[src/ckc_pkg.sv]
package ckc_pkg;
    // register byte offsets
    localparam logic [7:0] OFS_SYS_CLK_DIV_CTRL = 8'h00;
    localparam logic [7:0] OFS_SYS_CLK_DIV_CTRL_SECOND = 8'h04;
    localparam logic [7:0] OFS_USB_CLK_DIV_CTRL = 8'h08;
    localparam logic [7:0] OFS_SYS_CLK_SOURCE_SEL = 8'h0c;
    localparam logic [7:0] OFS_MAIN_OSC_CTRL = 8'h10;
    localparam logic [7:0] OFS_SUB_OSC_CTRL = 8'h14;
    localparam logic [7:0] OFS_FAST_OSC_CTRL = 8'h18;
    localparam logic [7:0] OFS_MID_OSC_CTRL = 8'h1c;
    localparam logic [7:0] OFS_SLOW_OSC_CTRL = 8'h20;
    localparam logic [7:0] OFS_MISC_CTRL = 8'h24;
    localparam logic [7:0] OFS_STATUS = 8'h28;

    // sys_clk_div_ctrl nibble positions, code n means divide by 2**n, then field bit positions of the other registers
    localparam int POS_PCLK_D = 0;
    localparam int POS_PCLK_C = 4;
    localparam int POS_PCLK_B = 8;
    localparam int POS_PCLK_A = 12;
    localparam int POS_BUS_CLK = 16;
    localparam int POS_ETH_CLK = 20;
    localparam int POS_CORE_CLK = 24;
    localparam int POS_FLASH_CLK = 28;
    localparam int POS_USB_DIV_FIELD = 4;
    localparam int POS_USB_DIV_RATIO_FIELD = 0;
    localparam int POS_OSC_STOP = 0;
    localparam int POS_FAST_FREQ = 1;
    localparam int POS_SDRAM_EN = 0;
    localparam int POS_TRIM_EN = 1;
    localparam int POS_PLL_RUN = 2;
    localparam int POS_PLL_REF = 3;

    // reset values
    localparam logic [31:0] RST_SYS_CLK_DIV_CTRL = 32'h22022222;
    localparam logic [3:0] RST_USB_DIV = 4'h4;
    localparam logic [2:0] RST_SRC = 3'h1;

    // source select codes
    localparam logic [2:0] SRC_FAST_OSC = 3'h0;
    localparam logic [2:0] SRC_MID_OSC = 3'h1;
    localparam logic [2:0] SRC_SLOW_OSC = 3'h2;
    localparam logic [2:0] SRC_MAIN_OSC = 3'h3;
    localparam logic [2:0] SRC_SUB_OSC = 3'h4;
    localparam logic [2:0] SRC_PLL = 3'h5;

    // fast_onchip_osc frequency select: 16, 18, 20 MHz
    localparam logic [1:0] FAST_16MHZ = 2'h0;
    localparam logic [1:0] FAST_18MHZ = 2'h1;
    localparam logic [1:0] FAST_20MHZ = 2'h2;

    // settling times
    localparam int CLK_MHZ = 50;
    localparam int PRE_WAIT_NS = 750;
    localparam int POST_WAIT_NS = 250;
    localparam int PRE_WAIT_CYC = (PRE_WAIT_NS * CLK_MHZ + 999) / 1000;
    localparam int POST_WAIT_CYC = (POST_WAIT_NS * CLK_MHZ + 999) / 1000;
    localparam int TMR_W = 6;

    typedef enum logic [1:0] {
        SEQ_IDLE = 2'b00,
        SEQ_PRE = 2'b01,
        SEQ_POST = 2'b10
    } ckc_seq_type;

    typedef enum logic [1:0] {
        TGT_DIV = 2'b00,
        TGT_DIV2 = 2'b01,
        TGT_USBDIV = 2'b10,
        TGT_SRC = 2'b11
    } ckc_tgt_type;
endpackage

[src/ckc_tmr_if.sv]
`timescale 1ns/1ns
interface ckc_tmr_if import ckc_pkg::*; ();
    logic start;
    logic [TMR_W-1:0] cycles;
    logic done;
    modport ctrl (output start, output cycles, input done);
    modport tmr (input start, input cycles, output done);
endinterface

[src/ckc_clock_ctrl.sv]
`timescale 1ns/1ns
//
// Behaviour
// software keeps core clock at least bus clock
// variant one core/fast 120, medium 60 MHz
// variant two core 200, fast 100, medium 50
// usb domain clock exactly 48 MHz
// software enables trim when fast osc feeds PLL
// usb needs listed main oscillator frequencies
// variant one usb ratio from second divider register
// variant two usb ratio from usb divider register
// variant one ethernet clock equals core, bounded
// variant two ethernet clock 12.5 to 100 MHz
// flash clock at least 4 MHz when programming
// sdram clock derived from bus clock
// sdram clock never above core clock
// wait 750 ns before raising a ratio
// wait 250 ns after lowering a ratio; a write that also raises a ratio gets only the 750 ns wait before it
// wait 750 ns before leaving the PLL
// wait 250 ns after switching to PLL
// software times waits by counting instructions
// each oscillator has own start/stop register
// software idles unused dividers and oscillators
// fast oscillator selects 16, 18 or 20 MHz
// fast oscillator may be the PLL reference
// reset runs system clock from mid oscillator
// main oscillator and PLL off after reset
// sequencer holds change and reports busy; a change that needs only the 250 ns wait is applied at once
module ckc_clock_ctrl import ckc_pkg::*; #(
    parameter int VARIANT = 1,
    parameter bit FAST_OSC_RESET_ON = 1'b0
) (
    input wire logic clk,
    input wire logic rst,
    input wire logic [7:0] addr,
    input wire logic [31:0] wdata,
    input wire logic wr_stb,
    input wire logic rd_stb,
    output logic [31:0] rdata_q,
    output logic [31:0] sys_div_q,
    output logic [3:0] usb_div_q,
    output logic [3:0] sdram_div_q,
    output logic sdram_out_en_q,
    output logic [2:0] src_sel_q,
    output logic pll_ref_fast_q,
    output logic [4:0] osc_run_q,
    output logic pll_run_q,
    output logic [1:0] fast_freq_q,
    output logic freq_lock_trim_q,
    output logic busy_q
);
    localparam logic [TMR_W-1:0] PRE_CNT = TMR_W'(PRE_WAIT_CYC);
    localparam logic [TMR_W-1:0] POST_CNT = TMR_W'(POST_WAIT_CYC);

    ckc_tmr_if tif ();
    ckc_settle_timer u_tmr (
        .clk(clk),
        .rst(rst),
        .t(tif.tmr)
    );

    logic [3:0] div2_usb_q;
    logic [3:0] usbctrl_q;
    logic [4:0] osc_stop_q;
    logic pll_src_fast_q;
    ckc_seq_type seq_q;
    ckc_tgt_type tgt_q;
    logic [31:0] pend_q;
    logic start_d;
    logic [TMR_W-1:0] cyc_d;

    // true when any divider nibble grows
    function automatic logic any_raise(input logic [31:0] cur,
                                       input logic [31:0] nxt);
        logic r;
        r = 1'b0;
        for (int i = 0; i < 8; i++) begin
            if (nxt[i*4 +: 4] > cur[i*4 +: 4]) begin
                r = 1'b1;
            end
        end
        return r;
    endfunction

    logic wr_div, wr_div2, wr_usb, wr_src;
    logic [31:0] cur_val;
    logic [31:0] new_val;
    ckc_tgt_type tgt_d;
    logic pre_need, post_need;

    always_comb begin
        wr_div = wr_stb && addr == OFS_SYS_CLK_DIV_CTRL;
        wr_div2 = wr_stb && addr == OFS_SYS_CLK_DIV_CTRL_SECOND;
        wr_usb = wr_stb && addr == OFS_USB_CLK_DIV_CTRL;
        wr_src = wr_stb && addr == OFS_SYS_CLK_SOURCE_SEL;
        cur_val = 32'h00000000;
        new_val = wdata;
        tgt_d = TGT_DIV;
        pre_need = 1'b0;
        post_need = 1'b0;
        if (wr_div) begin
            cur_val = sys_div_q;
        end else if (wr_div2) begin
            tgt_d = TGT_DIV2;
            cur_val = {24'h000000, div2_usb_q, 4'h0};
            new_val = {24'h000000, wdata[POS_USB_DIV_FIELD +: 4], 4'h0};
        end else if (wr_usb) begin
            tgt_d = TGT_USBDIV;
            cur_val = {28'h0000000, usbctrl_q};
            new_val = {28'h0000000, wdata[POS_USB_DIV_RATIO_FIELD +: 4]};
        end
        if (wr_src) begin
            tgt_d = TGT_SRC;
            pre_need = src_sel_q == SRC_PLL && wdata[2:0] != SRC_PLL;
            post_need = src_sel_q != SRC_PLL && wdata[2:0] == SRC_PLL;
        end else if (wr_div || wr_div2 || wr_usb) begin
            pre_need = any_raise(cur_val, new_val);
            post_need = !pre_need && new_val != cur_val;
        end
        start_d = 1'b0;
        cyc_d = POST_CNT;
        if (seq_q == SEQ_IDLE && (pre_need || post_need)) begin
            start_d = 1'b1;
            cyc_d = pre_need ? PRE_CNT : POST_CNT;
        end
    end

    assign tif.start = start_d;
    assign tif.cycles = cyc_d;

    logic change_wr;
    logic apply_now;
    logic [31:0] apply_val;
    ckc_tgt_type apply_tgt;

    always_comb begin
        change_wr = wr_div || wr_div2 || wr_usb || wr_src;
        // writes to switched registers are dropped while busy
        apply_now = change_wr && seq_q == SEQ_IDLE && !pre_need;
        apply_val = new_val;
        apply_tgt = tgt_d;
        if (seq_q == SEQ_PRE && tif.done) begin
            apply_now = 1'b1;
            apply_val = pend_q;
            apply_tgt = tgt_q;
        end
    end

    always_ff @(posedge clk or posedge rst) begin
        if (rst) begin
            seq_q <= SEQ_IDLE;
            tgt_q <= TGT_DIV;
            pend_q <= 32'h00000000;
        end else begin
            case (seq_q)
                SEQ_IDLE: begin
                    if (change_wr && pre_need) begin
                        seq_q <= SEQ_PRE;
                        tgt_q <= tgt_d;
                        pend_q <= new_val;
                    end else if (change_wr && post_need) begin
                        seq_q <= SEQ_POST;
                    end
                end
                SEQ_PRE, SEQ_POST: begin
                    if (tif.done) begin
                        seq_q <= SEQ_IDLE;
                    end
                end
                default: begin
                    seq_q <= SEQ_IDLE;
                end
            endcase
        end
    end

    always_ff @(posedge clk or posedge rst) begin
        if (rst) begin
            sys_div_q <= RST_SYS_CLK_DIV_CTRL;
            div2_usb_q <= RST_USB_DIV;
            usbctrl_q <= RST_USB_DIV;
            src_sel_q <= RST_SRC;
        end else if (apply_now) begin
            case (apply_tgt)
                TGT_DIV: begin
                    sys_div_q <= apply_val;
                end
                TGT_DIV2: begin
                    div2_usb_q <= apply_val[POS_USB_DIV_FIELD +: 4];
                end
                TGT_USBDIV: begin
                    usbctrl_q <= apply_val[3:0];
                end
                default: begin
                    // undefined source codes are ignored
                    if (apply_val[2:0] <= SRC_PLL) begin
                        src_sel_q <= apply_val[2:0];
                    end
                end
            endcase
        end
    end

    // oscillator stop bits: main, sub, fast, mid, slow
    always_ff @(posedge clk or posedge rst) begin
        if (rst) begin
            osc_stop_q <= {2'h0, ~FAST_OSC_RESET_ON, 1'b1, 1'b1};
            fast_freq_q <= FAST_16MHZ;
        end else if (wr_stb) begin
            if (addr == OFS_MAIN_OSC_CTRL) begin
                osc_stop_q[0] <= wdata[POS_OSC_STOP];
            end else if (addr == OFS_SUB_OSC_CTRL) begin
                osc_stop_q[1] <= wdata[POS_OSC_STOP];
            end else if (addr == OFS_FAST_OSC_CTRL) begin
                osc_stop_q[2] <= wdata[POS_OSC_STOP];
                if (wdata[POS_FAST_FREQ +: 2] <= FAST_20MHZ) begin
                    fast_freq_q <= wdata[POS_FAST_FREQ +: 2];
                end
            end else if (addr == OFS_MID_OSC_CTRL) begin
                osc_stop_q[3] <= wdata[POS_OSC_STOP];
            end else if (addr == OFS_SLOW_OSC_CTRL) begin
                osc_stop_q[4] <= wdata[POS_OSC_STOP];
            end
        end
    end

    always_ff @(posedge clk or posedge rst) begin
        if (rst) begin
            sdram_out_en_q <= 1'b0;
            freq_lock_trim_q <= 1'b0;
            pll_run_q <= 1'b0;
            pll_src_fast_q <= 1'b0;
        end else if (wr_stb && addr == OFS_MISC_CTRL) begin
            sdram_out_en_q <= wdata[POS_SDRAM_EN];
            freq_lock_trim_q <= wdata[POS_TRIM_EN];
            pll_run_q <= wdata[POS_PLL_RUN];
            pll_src_fast_q <= wdata[POS_PLL_REF];
        end
    end

    // registered copies so every output leaves a flip-flop
    always_ff @(posedge clk or posedge rst) begin
        if (rst) begin
            osc_run_q <= 5'h00;
            usb_div_q <= 4'h0;
            sdram_div_q <= 4'h0;
            pll_ref_fast_q <= 1'b0;
            busy_q <= 1'b0;
        end else begin
            osc_run_q <= ~osc_stop_q;
            usb_div_q <= (VARIANT == 1) ? div2_usb_q : usbctrl_q;
            sdram_div_q <= sys_div_q[POS_BUS_CLK +: 4];
            pll_ref_fast_q <= pll_src_fast_q;
            busy_q <= seq_q != SEQ_IDLE;
        end
    end

    always_ff @(posedge clk or posedge rst) begin
        if (rst) begin
            rdata_q <= 32'h00000000;
        end else if (rd_stb) begin
            if (addr == OFS_SYS_CLK_DIV_CTRL) begin
                rdata_q <= sys_div_q;
            end else if (addr == OFS_SYS_CLK_DIV_CTRL_SECOND) begin
                rdata_q <= {24'h000000, div2_usb_q, 4'h0};
            end else if (addr == OFS_USB_CLK_DIV_CTRL) begin
                rdata_q <= {28'h0000000, usbctrl_q};
            end else if (addr == OFS_SYS_CLK_SOURCE_SEL) begin
                rdata_q <= {29'h00000000, src_sel_q};
            end else if (addr == OFS_MAIN_OSC_CTRL) begin
                rdata_q <= {31'h00000000, osc_stop_q[0]};
            end else if (addr == OFS_SUB_OSC_CTRL) begin
                rdata_q <= {31'h00000000, osc_stop_q[1]};
            end else if (addr == OFS_FAST_OSC_CTRL) begin
                rdata_q <= {29'h00000000, fast_freq_q, osc_stop_q[2]};
            end else if (addr == OFS_MID_OSC_CTRL) begin
                rdata_q <= {31'h00000000, osc_stop_q[3]};
            end else if (addr == OFS_SLOW_OSC_CTRL) begin
                rdata_q <= {31'h00000000, osc_stop_q[4]};
            end else if (addr == OFS_MISC_CTRL) begin
                rdata_q <= {28'h0000000, pll_src_fast_q, pll_run_q,
                            freq_lock_trim_q, sdram_out_en_q};
            end else if (addr == OFS_STATUS) begin
                rdata_q <= {28'h0000000, tgt_q, seq_q};
            end else begin
                rdata_q <= 32'h00000000;
            end
        end else begin
            rdata_q <= 32'h00000000;
        end
    end
endmodule

[src/ckc_settle_timer.sv]
`timescale 1ns/1ns
module ckc_settle_timer import ckc_pkg::*; (
    input wire logic clk,
    input wire logic rst,
    ckc_tmr_if.tmr t
);
    logic [TMR_W-1:0] cnt_q;
    logic run_q;
    logic done_q;

    assign t.done = done_q;

    // done pulses exactly cycles edges after the start pulse
    always_ff @(posedge clk or posedge rst) begin
        if (rst) begin
            cnt_q <= 6'h00;
            run_q <= 1'b0;
            done_q <= 1'b0;
        end else begin
            done_q <= 1'b0;
            if (t.start) begin
                cnt_q <= t.cycles - 6'h01;
                run_q <= 1'b1;
            end else if (run_q) begin
                if (cnt_q == 6'h01 || cnt_q == 6'h00) begin
                    run_q <= 1'b0;
                    done_q <= 1'b1;
                end
                cnt_q <= cnt_q - 6'h01;
            end
        end
    end
endmodule

[config.mk]
export PLATFORM = sky130hd
export DESIGN_NAME = ckc_clock_ctrl
export DESIGN_NICKNAME = d
export VERILOG_FILES = /design/src/ckc_pkg.sv /design/src/ckc_tmr_if.sv /design/src/ckc_clock_ctrl.sv /design/src/ckc_settle_timer.sv
export SDC_FILE = /design/constraint.sdc
export NUM_CORES = 1
export LEC_CHECK = 0
export ABC_AREA = 1
export BUFFER_PORTS_ARGS = -buffer_cell sky130_fd_sc_hd__buf_2
export CORE_MARGIN = 2
export CORE_UTILIZATION = 45
export DETAILED_ROUTE_END_ITERATION = 16
export GPL_TIMING_DRIVEN = 0
export PLACE_DENSITY = 0.66
export SYNTH_ARGS = -nofsm -noshare
export SYNTH_HDL_FRONTEND = slang
export SYNTH_SLANG_ARGS = --single-unit
[constraint.sdc]
create_clock -name clk -period 5.1 [get_ports clk]
set_clock_uncertainty 0.2 [all_clocks]
set_input_delay 0.255 -clock clk [delete_from_list [all_inputs] [get_ports clk]]
set_output_delay 0.255 -clock clk [all_outputs]
set_load 0.03 [all_outputs]
## Word level (Yosys, flattened, before mapping)

Cells that the tools add are included.

| storage, ports and cells | value |
|---|---|
| output and inout port bits | 87 |
| register bits after elaboration | 145 |
| word-level logic and storage cells | 161 |
| input port bits | 44 |

| operators by class | value |
|---|---|
| eq/ne operators | 22 |
| bitwise gates (word level) | 6 |
| $lt $le $gt $ge | 10 |
| add/subtract/negate cells | 2 |
| multiplexer cells | 54 |
| reductions and logical operators | 41 |

Operator list:

| operator | number |
|---|---|
| 32-bit two-way mux | 7 |
| 4-bit two-way mux | 10 |
| 8-bit by 5-bit equality test with 1-bit output (second input constant) | 4 |
| 4-bit greater-than comparator | 8 |
| 32-bit != test | 1 |
| 8-bit by 6-bit equality test with 1-bit output (second input constant) | 3 |
| 6-bit two-way mux | 4 |
| 1-bit two-way mux | 22 |
| 8-bit by 4-bit equality test with 1-bit output (second input constant) | 2 |
| 2-bit two-way mux | 8 |
| 8-bit two-way mux | 2 |
| 1-bit logical AND | 14 |
| 2-bit AND reduction | 6 |
| 6-bit by 1-bit subtractor with 6-bit output (second input constant) | 2 |
| 5-bit AND reduction | 2 |
| 8-bit by 3-bit equality test with 1-bit output (second input constant) | 1 |
| 8-bit zero test | 1 |
| 3-bit equality test (second input constant) | 2 |
| 6-bit by 1-bit equality test with 1-bit output (second input constant) | 1 |
| 6-bit zero test | 1 |
| 3-bit != test (second input constant) | 2 |
| 3-bit AND reduction | 2 |
| 6-bit AND reduction | 1 |
| 1-bit logical OR | 5 |
| other kinds (15) | 24 |

## Longest topological paths before layout

Gate-level depths: netlist of run 1.

| depth | value |
|---|---|
| word-level depth | 25 |
| mapped depth | 26 |

## Modules after synthesis

A second synthesis of run 1 with hierarchy kept.

| unflattened totals | value |
|---|---|
| cell total of the unflattened synthesis | 946 |
| area total of the unflattened synthesis | 7647.3 um2 |

By module, submodules not included:

| module | sequential area each (um2) | cells an instance | instances | area each (um2) |
|---|---|---|---|---|
| ckc_clock_ctrl | 3444.6 | 874 | 1 | 7109.3 |
| ckc_settle_timer | 200.2 | 72 | 1 | 538.0 |

## Least setup slack after synthesis of run 1

No wires, ideal clock.

| path | value |
|---|---|
| kind | input -> register |
| start point | input port addr[0] |
| end point | register sys_div_q[2] |
| slack | 1735 ps |
| data required time | 4767 ps |
| arrival time | 3032 ps |
| cell stages on the path | 26 |
| setup time | 133 ps |
| cell sequence | inv_1 nand2_1 nor2_4 inv_2 nor2_2 nand2_1 inv_2 buf_2 clkbuf_1 nor2_1 ha_1 a21oi_1 o21ai_0 o21ai_0 o21ai_0 nor2_1 nand2_1 nor2_1 nand2_2 nand2_4 nand2_4 nand2_8 nand2_8 buf_6 nand2_1 o21ai_2 |

RTL lines:

| what | RTL line | text |
|---|---|---|
| start: declaration | ckc_clock_ctrl.sv:35 | `input wire logic [7:0] addr,` |
| 8-bit by 4-bit equality test with 1-bit output | ckc_clock_ctrl.sv:94 | `wr_usb = wr_stb && addr == OFS_USB_CLK_DIV_CTRL;` |
| 1-bit logical AND | ckc_clock_ctrl.sv:94 |  |
| 32-bit two-way mux | ckc_clock_ctrl.sv:107 | `end else if (wr_usb) begin` |
| 32-bit two-way mux | ckc_clock_ctrl.sv:103 | `end else if (wr_div2) begin` |
| 32-bit two-way mux (*) | ckc_clock_ctrl.sv:101 | `if (wr_div) begin` |
| net new_val[21] | ckc_clock_ctrl.sv:87 | `logic [31:0] new_val;` |
| 4-bit greater-than comparator (*) | ckc_clock_ctrl.sv:78 | `if (nxt[i*4 +: 4] > cur[i*4 +: 4]) begin` |
| 1-bit two-way mux (*) (3 in a row) | ckc_clock_ctrl.sv:78 |  |
| 1-bit two-way mux (*) | ckc_clock_ctrl.sv:116 | `end else if (wr_div \|\| wr_div2 \|\| wr_usb) begin` |
| 1-bit two-way mux (*) | ckc_clock_ctrl.sv:112 | `if (wr_src) begin` |
| 1-bit two-way mux (*) | ckc_clock_ctrl.sv:116 |  |
| 1-bit two-way mux (*) | ckc_clock_ctrl.sv:112 |  |
| 1-bit zero test (*) | ckc_clock_ctrl.sv:139 | `apply_now = change_wr && seq_q == SEQ_IDLE && !pre_need;` |
| 1-bit logical AND (*) | ckc_clock_ctrl.sv:139 |  |
| 1-bit two-way mux (*) | ckc_clock_ctrl.sv:142 | `if (seq_q == SEQ_PRE && tif.done) begin` |
| 2-bit AND reduction (no source line) (*) | -- |  |
| end signal: assignment | ckc_clock_ctrl.sv:186 | `sys_div_q <= apply_val;` |
| end: declaration | ckc_clock_ctrl.sv:40 | `output logic [31:0] sys_div_q,` |

The timed path passes the listed nets; every way through them passes the cells marked *. The select of a mux whose other input is x is not followed.
A chain may end at the register's enable or synchronous reset.

## Worst setup path in the final report of run 1

Same ends and word-level chain as after synthesis.

==> flow_summary.toml, run 1 <==
[outcome]
status = "complete, no violations"

[synthesis]
ys_types = 40
synthFlopType = "dfrtp_1"
netlist_area_um2 = 7570
yosysTopAreaCell = "dfrtp_1"
ys_warn_count = 0
ys_async_sr_fraction_pct = 100
synth_edf_count = 0
syn_nets = 997
synth_area_leaders = "dfrtp_1, nand2_1, ha_1, o21ai_0, dfstp_2"
yosysTopAreaCellShare_pct = 43.6
synth_cells = 918
seq_area_frac_synth_pct = 48.1
syn_avg_cell_area_um2 = 8.25
ys_ff_latch = 145

[final_layout]
insertedDiodeCount = 0
drive_above_1_share_pct = 24.3
area_growth_pct = 23.8
fin_util_pct = 56.7
final_common_cell = "nand2_1"
final_cells = 1319
most-common-layout-cells = "nand2_1, buf_2, dfrtp_1"
nFillCells = 1525
nets = 1165

[global_route]
antenna_found_initial = 0
grt_first_pass_wirelength_um = 34300
grt_overflow = 0
grt_pass1_vias = 6491
grtUsageTotal_pct = 24.8
grt_start_max_net_pins = 75

[timing]
tightest_slew_ps = 719
drv_slew = 0
period_minus_slack_ps = 4180
fin_crit_sh_pct = 82.0
rsz0062_at_grt = "false"
setup-violations-final = 0
slew_headroom_pct = 52.0
max_freq_mhz = 239
finalHoldViolations = 0

[hold_path]
hold_depth = 5
hold_path.class = "primary input to register"

[detailed_routing]
post_drt_wl_per_cell_um = 16.1
viasPerCell = 5.15
first_pass_iters = 5
wl_um = 21300
via_count = 6798
wl_met3_um = 1390
highest_layer = "met4"
wl_met1_um = 9800
route.met2.wl_um = 9530
initialDrtViolationCount = 523
antenna_left = 0
drc = 0

[placement]
portBuffers = 129
place_congestion = 0.875
detailed_place_hpwl_um = 15200
place_inst = 1268

[clock_tree]
h-tree-depth = 4
clkTransAtPathRegs_ps = 60
cts_sinks = 145
clk_path_buf_depth = 2
cts_tree = "built"
clkLatencyLatePin_ps = 430
cts_buffers = 17
cts_root_buf = "clkbuf_16"
cts_resized = 0

[die]
num_io_pins = 131
initial_core_util_pct = 45.8
fp.dieW_um = 134
die_y_um = 134
core_area_um2 = 16500
die_area_um2 = 17900
fp-row-count = 47

[setup_path]
crit_fanout = 10
timing.rr.end = "pend_q[23]"
critPathLaunchType = "primary input"
startpoint = "addr[0]"
worstReg2RegStart = "div2_usb_q[2]"
rrSetupSlack_ps = 2150
critPathCapture = "sys_div_q[2]"
crit_path_top_delay_cell = "clkbuf_1"
crit_required_ps = 5200
end_kind = "register"
rr_worst_depth = 18
max_stage_delay_ps = 530
cp.arrival_ps = 4280
crit_top_cell = "nand2_1"
critPathKind = "primary input to register"

[power_and_ir_drop]
vdd_drop_max_v = 0.000243
p_per_area_nw_per_um2 = 355
leakagePower_nw = 4.82
total_power_mw = 3.33

[job]
cap_viol_max_count = 0
-- Yosys cell counts, types with 2 or more instances --
cell,n
nand2_1,262
dfrtp_1,132
nor2_1,85
inv_1,79
o21ai_0,73
ha_1,35
o21ai_2,32
a21oi_1,28
o21ai_1,27
nand3_1,25
clkbuf_1,20
nand2_2,17
dfstp_2,13
nor3_1,12
nand4_1,11
inv_2,9
buf_2,8
buf_6,6
o211ai_1,6
nor2_2,5
nor2_4,5
a22o_1,3
o21a_1,3
nand2_4,2
nand2_8,2
o221ai_1,2
or2_2,2
xor2_1,2
-- state kept, by name, summed over array words and instances, names as in the netlist, 2 cells and up --
name	cells
fast_freq_q	2
tgt_q	2
seq_q	2
src_sel_q	3
usb_div_q	4
u_tmr.cnt_q	6
div2_usb_q	4
pend_q	32
rdata_q	32
sys_div_q	32
osc_run_q	5
usbctrl_q	4
osc_stop_q	5
sdram_div_q	4
-- cell families (layout without fill, tap and decap cells) --
family,after synthesis,count (layout),share of synthesized area [%]
AO/OA/AOI/OAI,179,179,14.1
buffers and inverters,124,305,6.93
adder cells (fa/ha/maj),35,35,5.79
XOR/XNOR,3,3,0.347
flip-flops,145,145,48.1
AND/OR/NAND/NOR,432,432,24.7
-- metrics by stage --
step | TNS [ps] | cell area [um2] | hold WS, ps | worst slack, ps
detailed placement | 0 | 8520 | 205 | 517
CTS | 0 | 9370 | 0.0543 | 947
finish | 0 | 9370 | 10.1 | 916
global placement | -133460 | 8490 | 190 | -1020
global route | 0 | 9370 | 30.7 | 594
floorplan | 0 | 7570 | 167 | 772
-- layer usage --
layer  vias to the layer above  GRT usage (%)
li1                       3314              -
met1                      3205           35.6
met2                       245           37.7
met3                        34           4.38
met4                         0           9.40
met5                         -              0
-- worst max-delay path, delay by kind of cell --
| family | cells | cell delay [ps] |
|---|---|---|
| compound gates | 5 | 500 |
| fa+ha+maj | 1 | 340 |
| buf+inv | 7 | 1340 |
| simple gates | 14 | 1810 |
-- how the worst min path moves through the flow --
stage / slack [ps] / end / from
CTS: 0.05 / pend_q[14] / wdata[14]
finish: 10 / pend_q[15] / wdata[15]
global placement: 190 / usb_div_q[3] / div2_usb_q[3]
detailed placement: 200 / pll_ref_fast_q / pll_src_fast_q
floorplan: 170 / fast_freq_q[0] / wdata[1]
global route: 30 / pend_q[27] / wdata[27]
-- repair_timing --
item	CTS	global route
hold endpoints to repair	91	0
buffers inserted	0	0
hold buffers	19	0
-- power by group --
group	internal, mW	switching (mW)
sequential	1.29	0.109
clock	0.895	0.485
combinational	0.190	0.357
total	2.38	0.952
-- cell type report --
class	count	area, um2	share of cell area (%)
buffer	35	190	2.03
clock buffer	23	508	5.42
clock inverter	9	150	1.60
inverter	89	339	3.62
multi-input combinational	649	3400	36.3
sequential	145	3640	38.9
tap	220	275	2.94
timing repair buffer	149	863	9.21
No activity file was read; power rests on OpenSTA's default activity.
==> inputs of run 2 (changes only) <==
==> constraint.sdc (replaced) <==
create_clock -name clk -period 3.9 [get_ports clk]
set_clock_uncertainty 0.2 [all_clocks]
set_input_delay 0.195 -clock clk [delete_from_list [all_inputs] [get_ports clk]]
set_output_delay 0.195 -clock clk [all_outputs]
set_load 0.03 [all_outputs]
==> run 2 against run 1 <==
  * Sequential cell count unchanged
  * Global-route usage fell by 0.055 points
  * Non-clock buffer count rose by 22
  * Design area up 2.1%
  * Sequential power grew 31%
  * Hold slack improved by 12 ps
  * Largest cell class unchanged
  * Total power up 26%
  * Setup slack worse by 660 ps
  * Core utilization grew 1.2 points
  * Critical endpoint is now sys_div_q[3]
  * Clock power increased by 19%
  * Clock-buffer cell count down 1
==> flow_summary.toml, run 2 (synthesis gave the netlist of run 1 again) <==
[timing]
fin_ws_ps = 257
fin_crit_sh_pct = 93.4
fin_setup_tns_ps = 0
setup-violations-final = 0
slew_headroom_pct = 52.1
holdWs_ps = 22.2
drv_slew = 0
rsz0062_at_grt = "false"
finalHoldViolations = 0
period_minus_slack_ps = 3640
max_freq_mhz = 275
tightest_slew_ps = 719

[setup_path]
timing.rr.end = "sys_div_q[3]"
rr_worst_depth = 16
critPathKind = "primary input to register"
end_kind = "register"
critPathCapture = "sys_div_q[3]"
rrSetupSlack_ps = 960
max_stage_delay_ps = 320
cp.arrival_ps = 3750
critPathLaunchType = "primary input"
crit_fanout = 14
crit_required_ps = 4000
worstReg2RegStart = "sys_div_q[9]"
crit_path_top_delay_cell = "ha_1"
startpoint = "addr[0]"
worst-path-stages = 26
critPathTopFamily = "simple AND/OR/NAND/NOR gates"
crit_top_cell = "nand2_1"
cp.buffers_inverters = 6

[placement]
place_congestion = 0.877
portBuffers = 129
dpl_cell_area_um2 = 8570
place_inst = 1271
detailed_place_hpwl_um = 15400
dpl_worst_slack_ps = -587

[clock_tree]
cts_tree = "built"
clkLatencyLatePin_ps = 430
cts_root_buf = "clkbuf_16"
clk_path_buf_depth = 2
clkTransAtPathRegs_ps = 60
cts_sinks = 145
h-tree-depth = 4
cts_buffers = 17

[final_layout]
final_cells = 1341
nets = 1187
final_common_cell = "nand2_1"
drive_above_1_share_pct = 24.4
area_growth_pct = 26.4
fin_util_pct = 57.9
insertedDiodeCount = 0
reg_top3 = "pend_q x32, rdata_q x32, sys_div_q x32"
fin_area_um2 = 9570
most-common-layout-cells = "nand2_1, buf_2, dfrtp_1"

[detailed_routing]
initialDrtViolationCount = 540
wl_um = 21400
via_count = 6809
first_pass_iters = 5
drc = 0
viasPerCell = 5.08
post_drt_wl_per_cell_um = 15.9
antenna_left = 0

[power_and_ir_drop]
vdd_drop_max_v = 0.000307
p_per_area_nw_per_um2 = 440
leakagePower_nw = 4.90
total_power_mw = 4.21

[global_route]
grt_overflow = 0
grtUsageTotal_pct = 24.8
antenna_found_initial = 0
grt_pass1_vias = 6445
grt_start_max_net_pins = 40
grt_first_pass_wirelength_um = 34100

[die]
initial_core_util_pct = 45.8
core_area_um2 = 16500
num_io_pins = 131
die_area_um2 = 17900
fp.dieW_um = 134
die_y_um = 134
fp-row-count = 47

[outcome]
status = "complete, no violations"

[job]
cap_viol_max_count = 0

[hold_path]
hold_path.class = "primary input to register"
## run 2: cell types whose count changed in the layout (fill, tap and decap cells not counted), sizes merged
cell | before | now
inv | 88 | 87
bufinv | 4 | 2
dlygate4sd3 | 19 | 37
clkbuf | 43 | 41
buf | 145 | 150
clkinvlp | 2 | 3
clkinv | 4 | 7
## run 2: timing repair
item	in CTS	in global routing
pin swaps	0	1
hold buffers	37	0
hold endpoints to repair	150	0
resized for setup	2	12
endpoints found under the setup margin	71	86
buffers inserted	0	2
## run 2: where the power goes
part           switching, mW  internal, mW
sequential             0.141          1.69
clock                  0.639          1.00
combinational          0.467         0.265
## run 2: worst min-delay path by stage
stage | startpoint | to | slack [ps] | cells after the start
4_1_cts | addr[0] | osc_stop_q[4] | 10 | 6
6_report | addr[0] | osc_stop_q[4] | 20 | 6
3_5_place_dp | rst | rdata_q[30] | 30 | 2
5_1_grt | addr[0] | osc_stop_q[4] | 60 | 5
3_3_place_gp | div2_usb_q[3] | usb_div_q[3] | 190 | 0
2_1_floorplan | wdata[1] | fast_freq_q[0] | 110 | 2
## run 2: worst reg2reg max path, delay by kind of cell (launching register included)
kind | cells | cell delay, ps
simple gates | 10 | 1100
flops | 1 | 560
buf+inv | 1 | 190
fa+ha+maj | 1 | 330
compound gates | 4 | 440
## run 2: area by class of cell
type | instances | area, um2
well taps | 220 | 275
inverters | 89 | 340
multi-input cells | 649 | 3410
repair buffers | 172 | 1110
clock buffers | 22 | 484
flip-flops and latches | 145 | 3640
fillers | 1497 | 6960
clock inverters | 10 | 109
plain buffers | 34 | 195
## run 2: metal layers
metal	share of wire, %	GRT usage (%)	vias up	wire length, um
met5	0	0	-	0
met4	1.3	7.80	0	274
met3	6.1	4.34	29	1300
met2	46	39.0	228	9920
met1	46	35.0	3209	9860
li1	-	-	3343	-
==> inputs of run 3 (changes only) <==
--- a/config.mk
+++ b/config.mk
@@ -11,6 +11,7 @@
 export CORE_UTILIZATION = 45
 export DETAILED_ROUTE_END_ITERATION = 16
 export GPL_TIMING_DRIVEN = 0
+export HOLD_SLACK_MARGIN = 0.05
 export PLACE_DENSITY = 0.66
 export SYNTH_ARGS = -nofsm -noshare
 export SYNTH_HDL_FRONTEND = slang
==> run 3 against run 2 <==
  * Non-clock buffer count is 4 higher
  * First-iteration DRC count increased by 1.5%
  * Register-to-register slack improved by 20 ps
  * Wire length is 0.30% higher
  * Clock-buffer cell count unchanged
  * Highest routed layer unchanged
  * Core utilization rose by 0.24 points
  * Setup slack gained 57 ps
  * Clock power hardly changed
  * Total power about the same
  * Sequential share of layout area fell by 0.16 points
  * Hold slack better by 31 ps
  * Largest cell class unchanged
  * Critical path type unchanged
==> flow_summary.toml, run 3 (synthesis gave the netlist of run 1 again) <==
[outcome]
status = "complete, no violations"

[detailed_routing]
antenna_left = 0
via_count = 6864
first_pass_iters = 5
post_drt_wl_per_cell_um = 15.9
initialDrtViolationCount = 548
wl_um = 21400
drc = 0
viasPerCell = 5.10

[global_route]
grt_overflow = 0
globalRouteMet1Util_pct = 35.1
grt_pass1_vias = 6476
use_met2_pct = 39.1
grt_first_pass_wirelength_um = 34200
gr-max-usage-layer = "met2"
grtUsageTotal_pct = 24.9
grt_start_max_net_pins = 40
met3_usage_pct = 4.34
antenna_found_initial = 0

[power_and_ir_drop]
vdd_drop_max_v = 0.000306
p_per_area_nw_per_um2 = 438
total_power_mw = 4.21
leakagePower_nw = 4.92

[clock_tree]
clkLatencyLatePin_ps = 430
cts_root_buf = "clkbuf_16"
cts_tree = "built"
clkTransAtPathRegs_ps = 60
cts_buffers = 17
h-tree-depth = 4
cts_sinks = 145
clk_path_buf_depth = 2

[final_layout]
final_common_cell = "nand2_1"
fin_area_um2 = 9610
nets = 1191
most-common-layout-cells = "nand2_1, buf_2, dfrtp_1"
insertedDiodeCount = 0
area_growth_pct = 26.9
reg_top3 = "pend_q x32, rdata_q x32, sys_div_q x32"
drive_above_1_share_pct = 24.4

[die]
initial_core_util_pct = 45.8
fp.dieW_um = 134
die_y_um = 134
core_area_um2 = 16500
fp-row-count = 47
num_io_pins = 131
die_area_um2 = 17900

[setup_path]
crit_fanout = 14
critPathLaunchType = "primary input"
critPathKind = "primary input to register"
crit_required_ps = 4000
end_kind = "register"
cp.arrival_ps = 3690

[placement]
detailed_place_hpwl_um = 15400
dpl_cell_area_um2 = 8570
portBuffers = 129
dpl_worst_slack_ps = -587
place_congestion = 0.877

[job]
cap_viol_max_count = 0

[timing]
rsz0062_at_grt = "false"
fin_crit_sh_pct = 91.9
tightest_slew_ps = 717
setup-violations-final = 0
fin_ws_ps = 314
slew_headroom_pct = 52.2
holdWs_ps = 52.7
drv_slew = 0
period_minus_slack_ps = 3590
fin_setup_tns_ps = 0
max_freq_mhz = 279
finalHoldViolations = 0

[hold_path]
hold_path.class = "primary input to register"
run 3: changes by cell type in the layout (fill, tap and decap cells not counted):
cell / change
dlygate4sd3_1: +4
run 3: final timing paths:
kind	from	end	slack (ps)	depth (start not counted)
min in group asynchronous	rst	rdata_q[29]	120	3
worst min register to register	div2_usb_q[1]	usb_div_q[1]	210	0
worst max register to register	div2_usb_q[2]	pend_q[25]	980	18
worst min-delay path	addr[4]	osc_stop_q[2]	50	5
worst max-delay path	addr[0]	sys_div_q[3]	310	26
max in group asynchronous	rst	src_sel_q[0]	2600	5
run 3: where the power goes:
group | internal, mW | switching (mW) | total [mW]
registers | 1.69 | 0.141 | 1.83
logic | 0.267 | 0.468 | 0.734
clock network | 1.00 | 0.639 | 1.64
run 3: worst max-delay path, cell delays in order:
cell and delay [ps]:
buf_2 110, inv_1 40, nand2_1 120, nor2_4 200, inv_2 60, nor2_2 200
nand2_1 190, inv_4 200, clkbuf_4 270, nor2_1 90, ha_1 310, a21oi_1 160
o21ai_0 90, o21ai_0 90, o21ai_0 130, nor2_1 140, nand2_1 60, nor2_1 200
nand2_2 110, nand2_4 110, nand2_4 70, nand2_8 100, nand2_8 100, buf_6 190
nand2_1 80, o21ai_2 50
run 3: stage by stage:
stage,instances,utilization [%]
2_1_floorplan,918,-
3_3_place_gp,1267,51.4
3_5_place_dp,1271,51.9
4_1_cts,1344,58.0
5_1_grt,1345,58.1
6_report,1345,58.1
run 3: final cells by class:
| cell class | instances | area (um2) |
|---|---|---|
| inverter | 89 | 340 |
| timing repair buffer | 176 | 1150 |
| fill | 1498 | 6920 |
| clock buffer | 22 | 484 |
| multi-input combinational | 649 | 3410 |
| buffer | 34 | 195 |
| tap | 220 | 275 |
| clock inverter | 10 | 109 |
| sequential | 145 | 3640 |
run 3: per-layer routing:
metal	vias up	share of wire, %
met5	-	0
met2	255	46
li1	3350	-
met3	28	6.5
met4	0	1.3
met1	3231	46
run 3: repair_timing:
action	4_1_cts	5_1_grt
resized for setup	2	12
endpoints found under the setup margin	71	86
hold buffers	41	0
hold endpoints to repair	174	0
pin swaps	0	1
buffers inserted	0	2
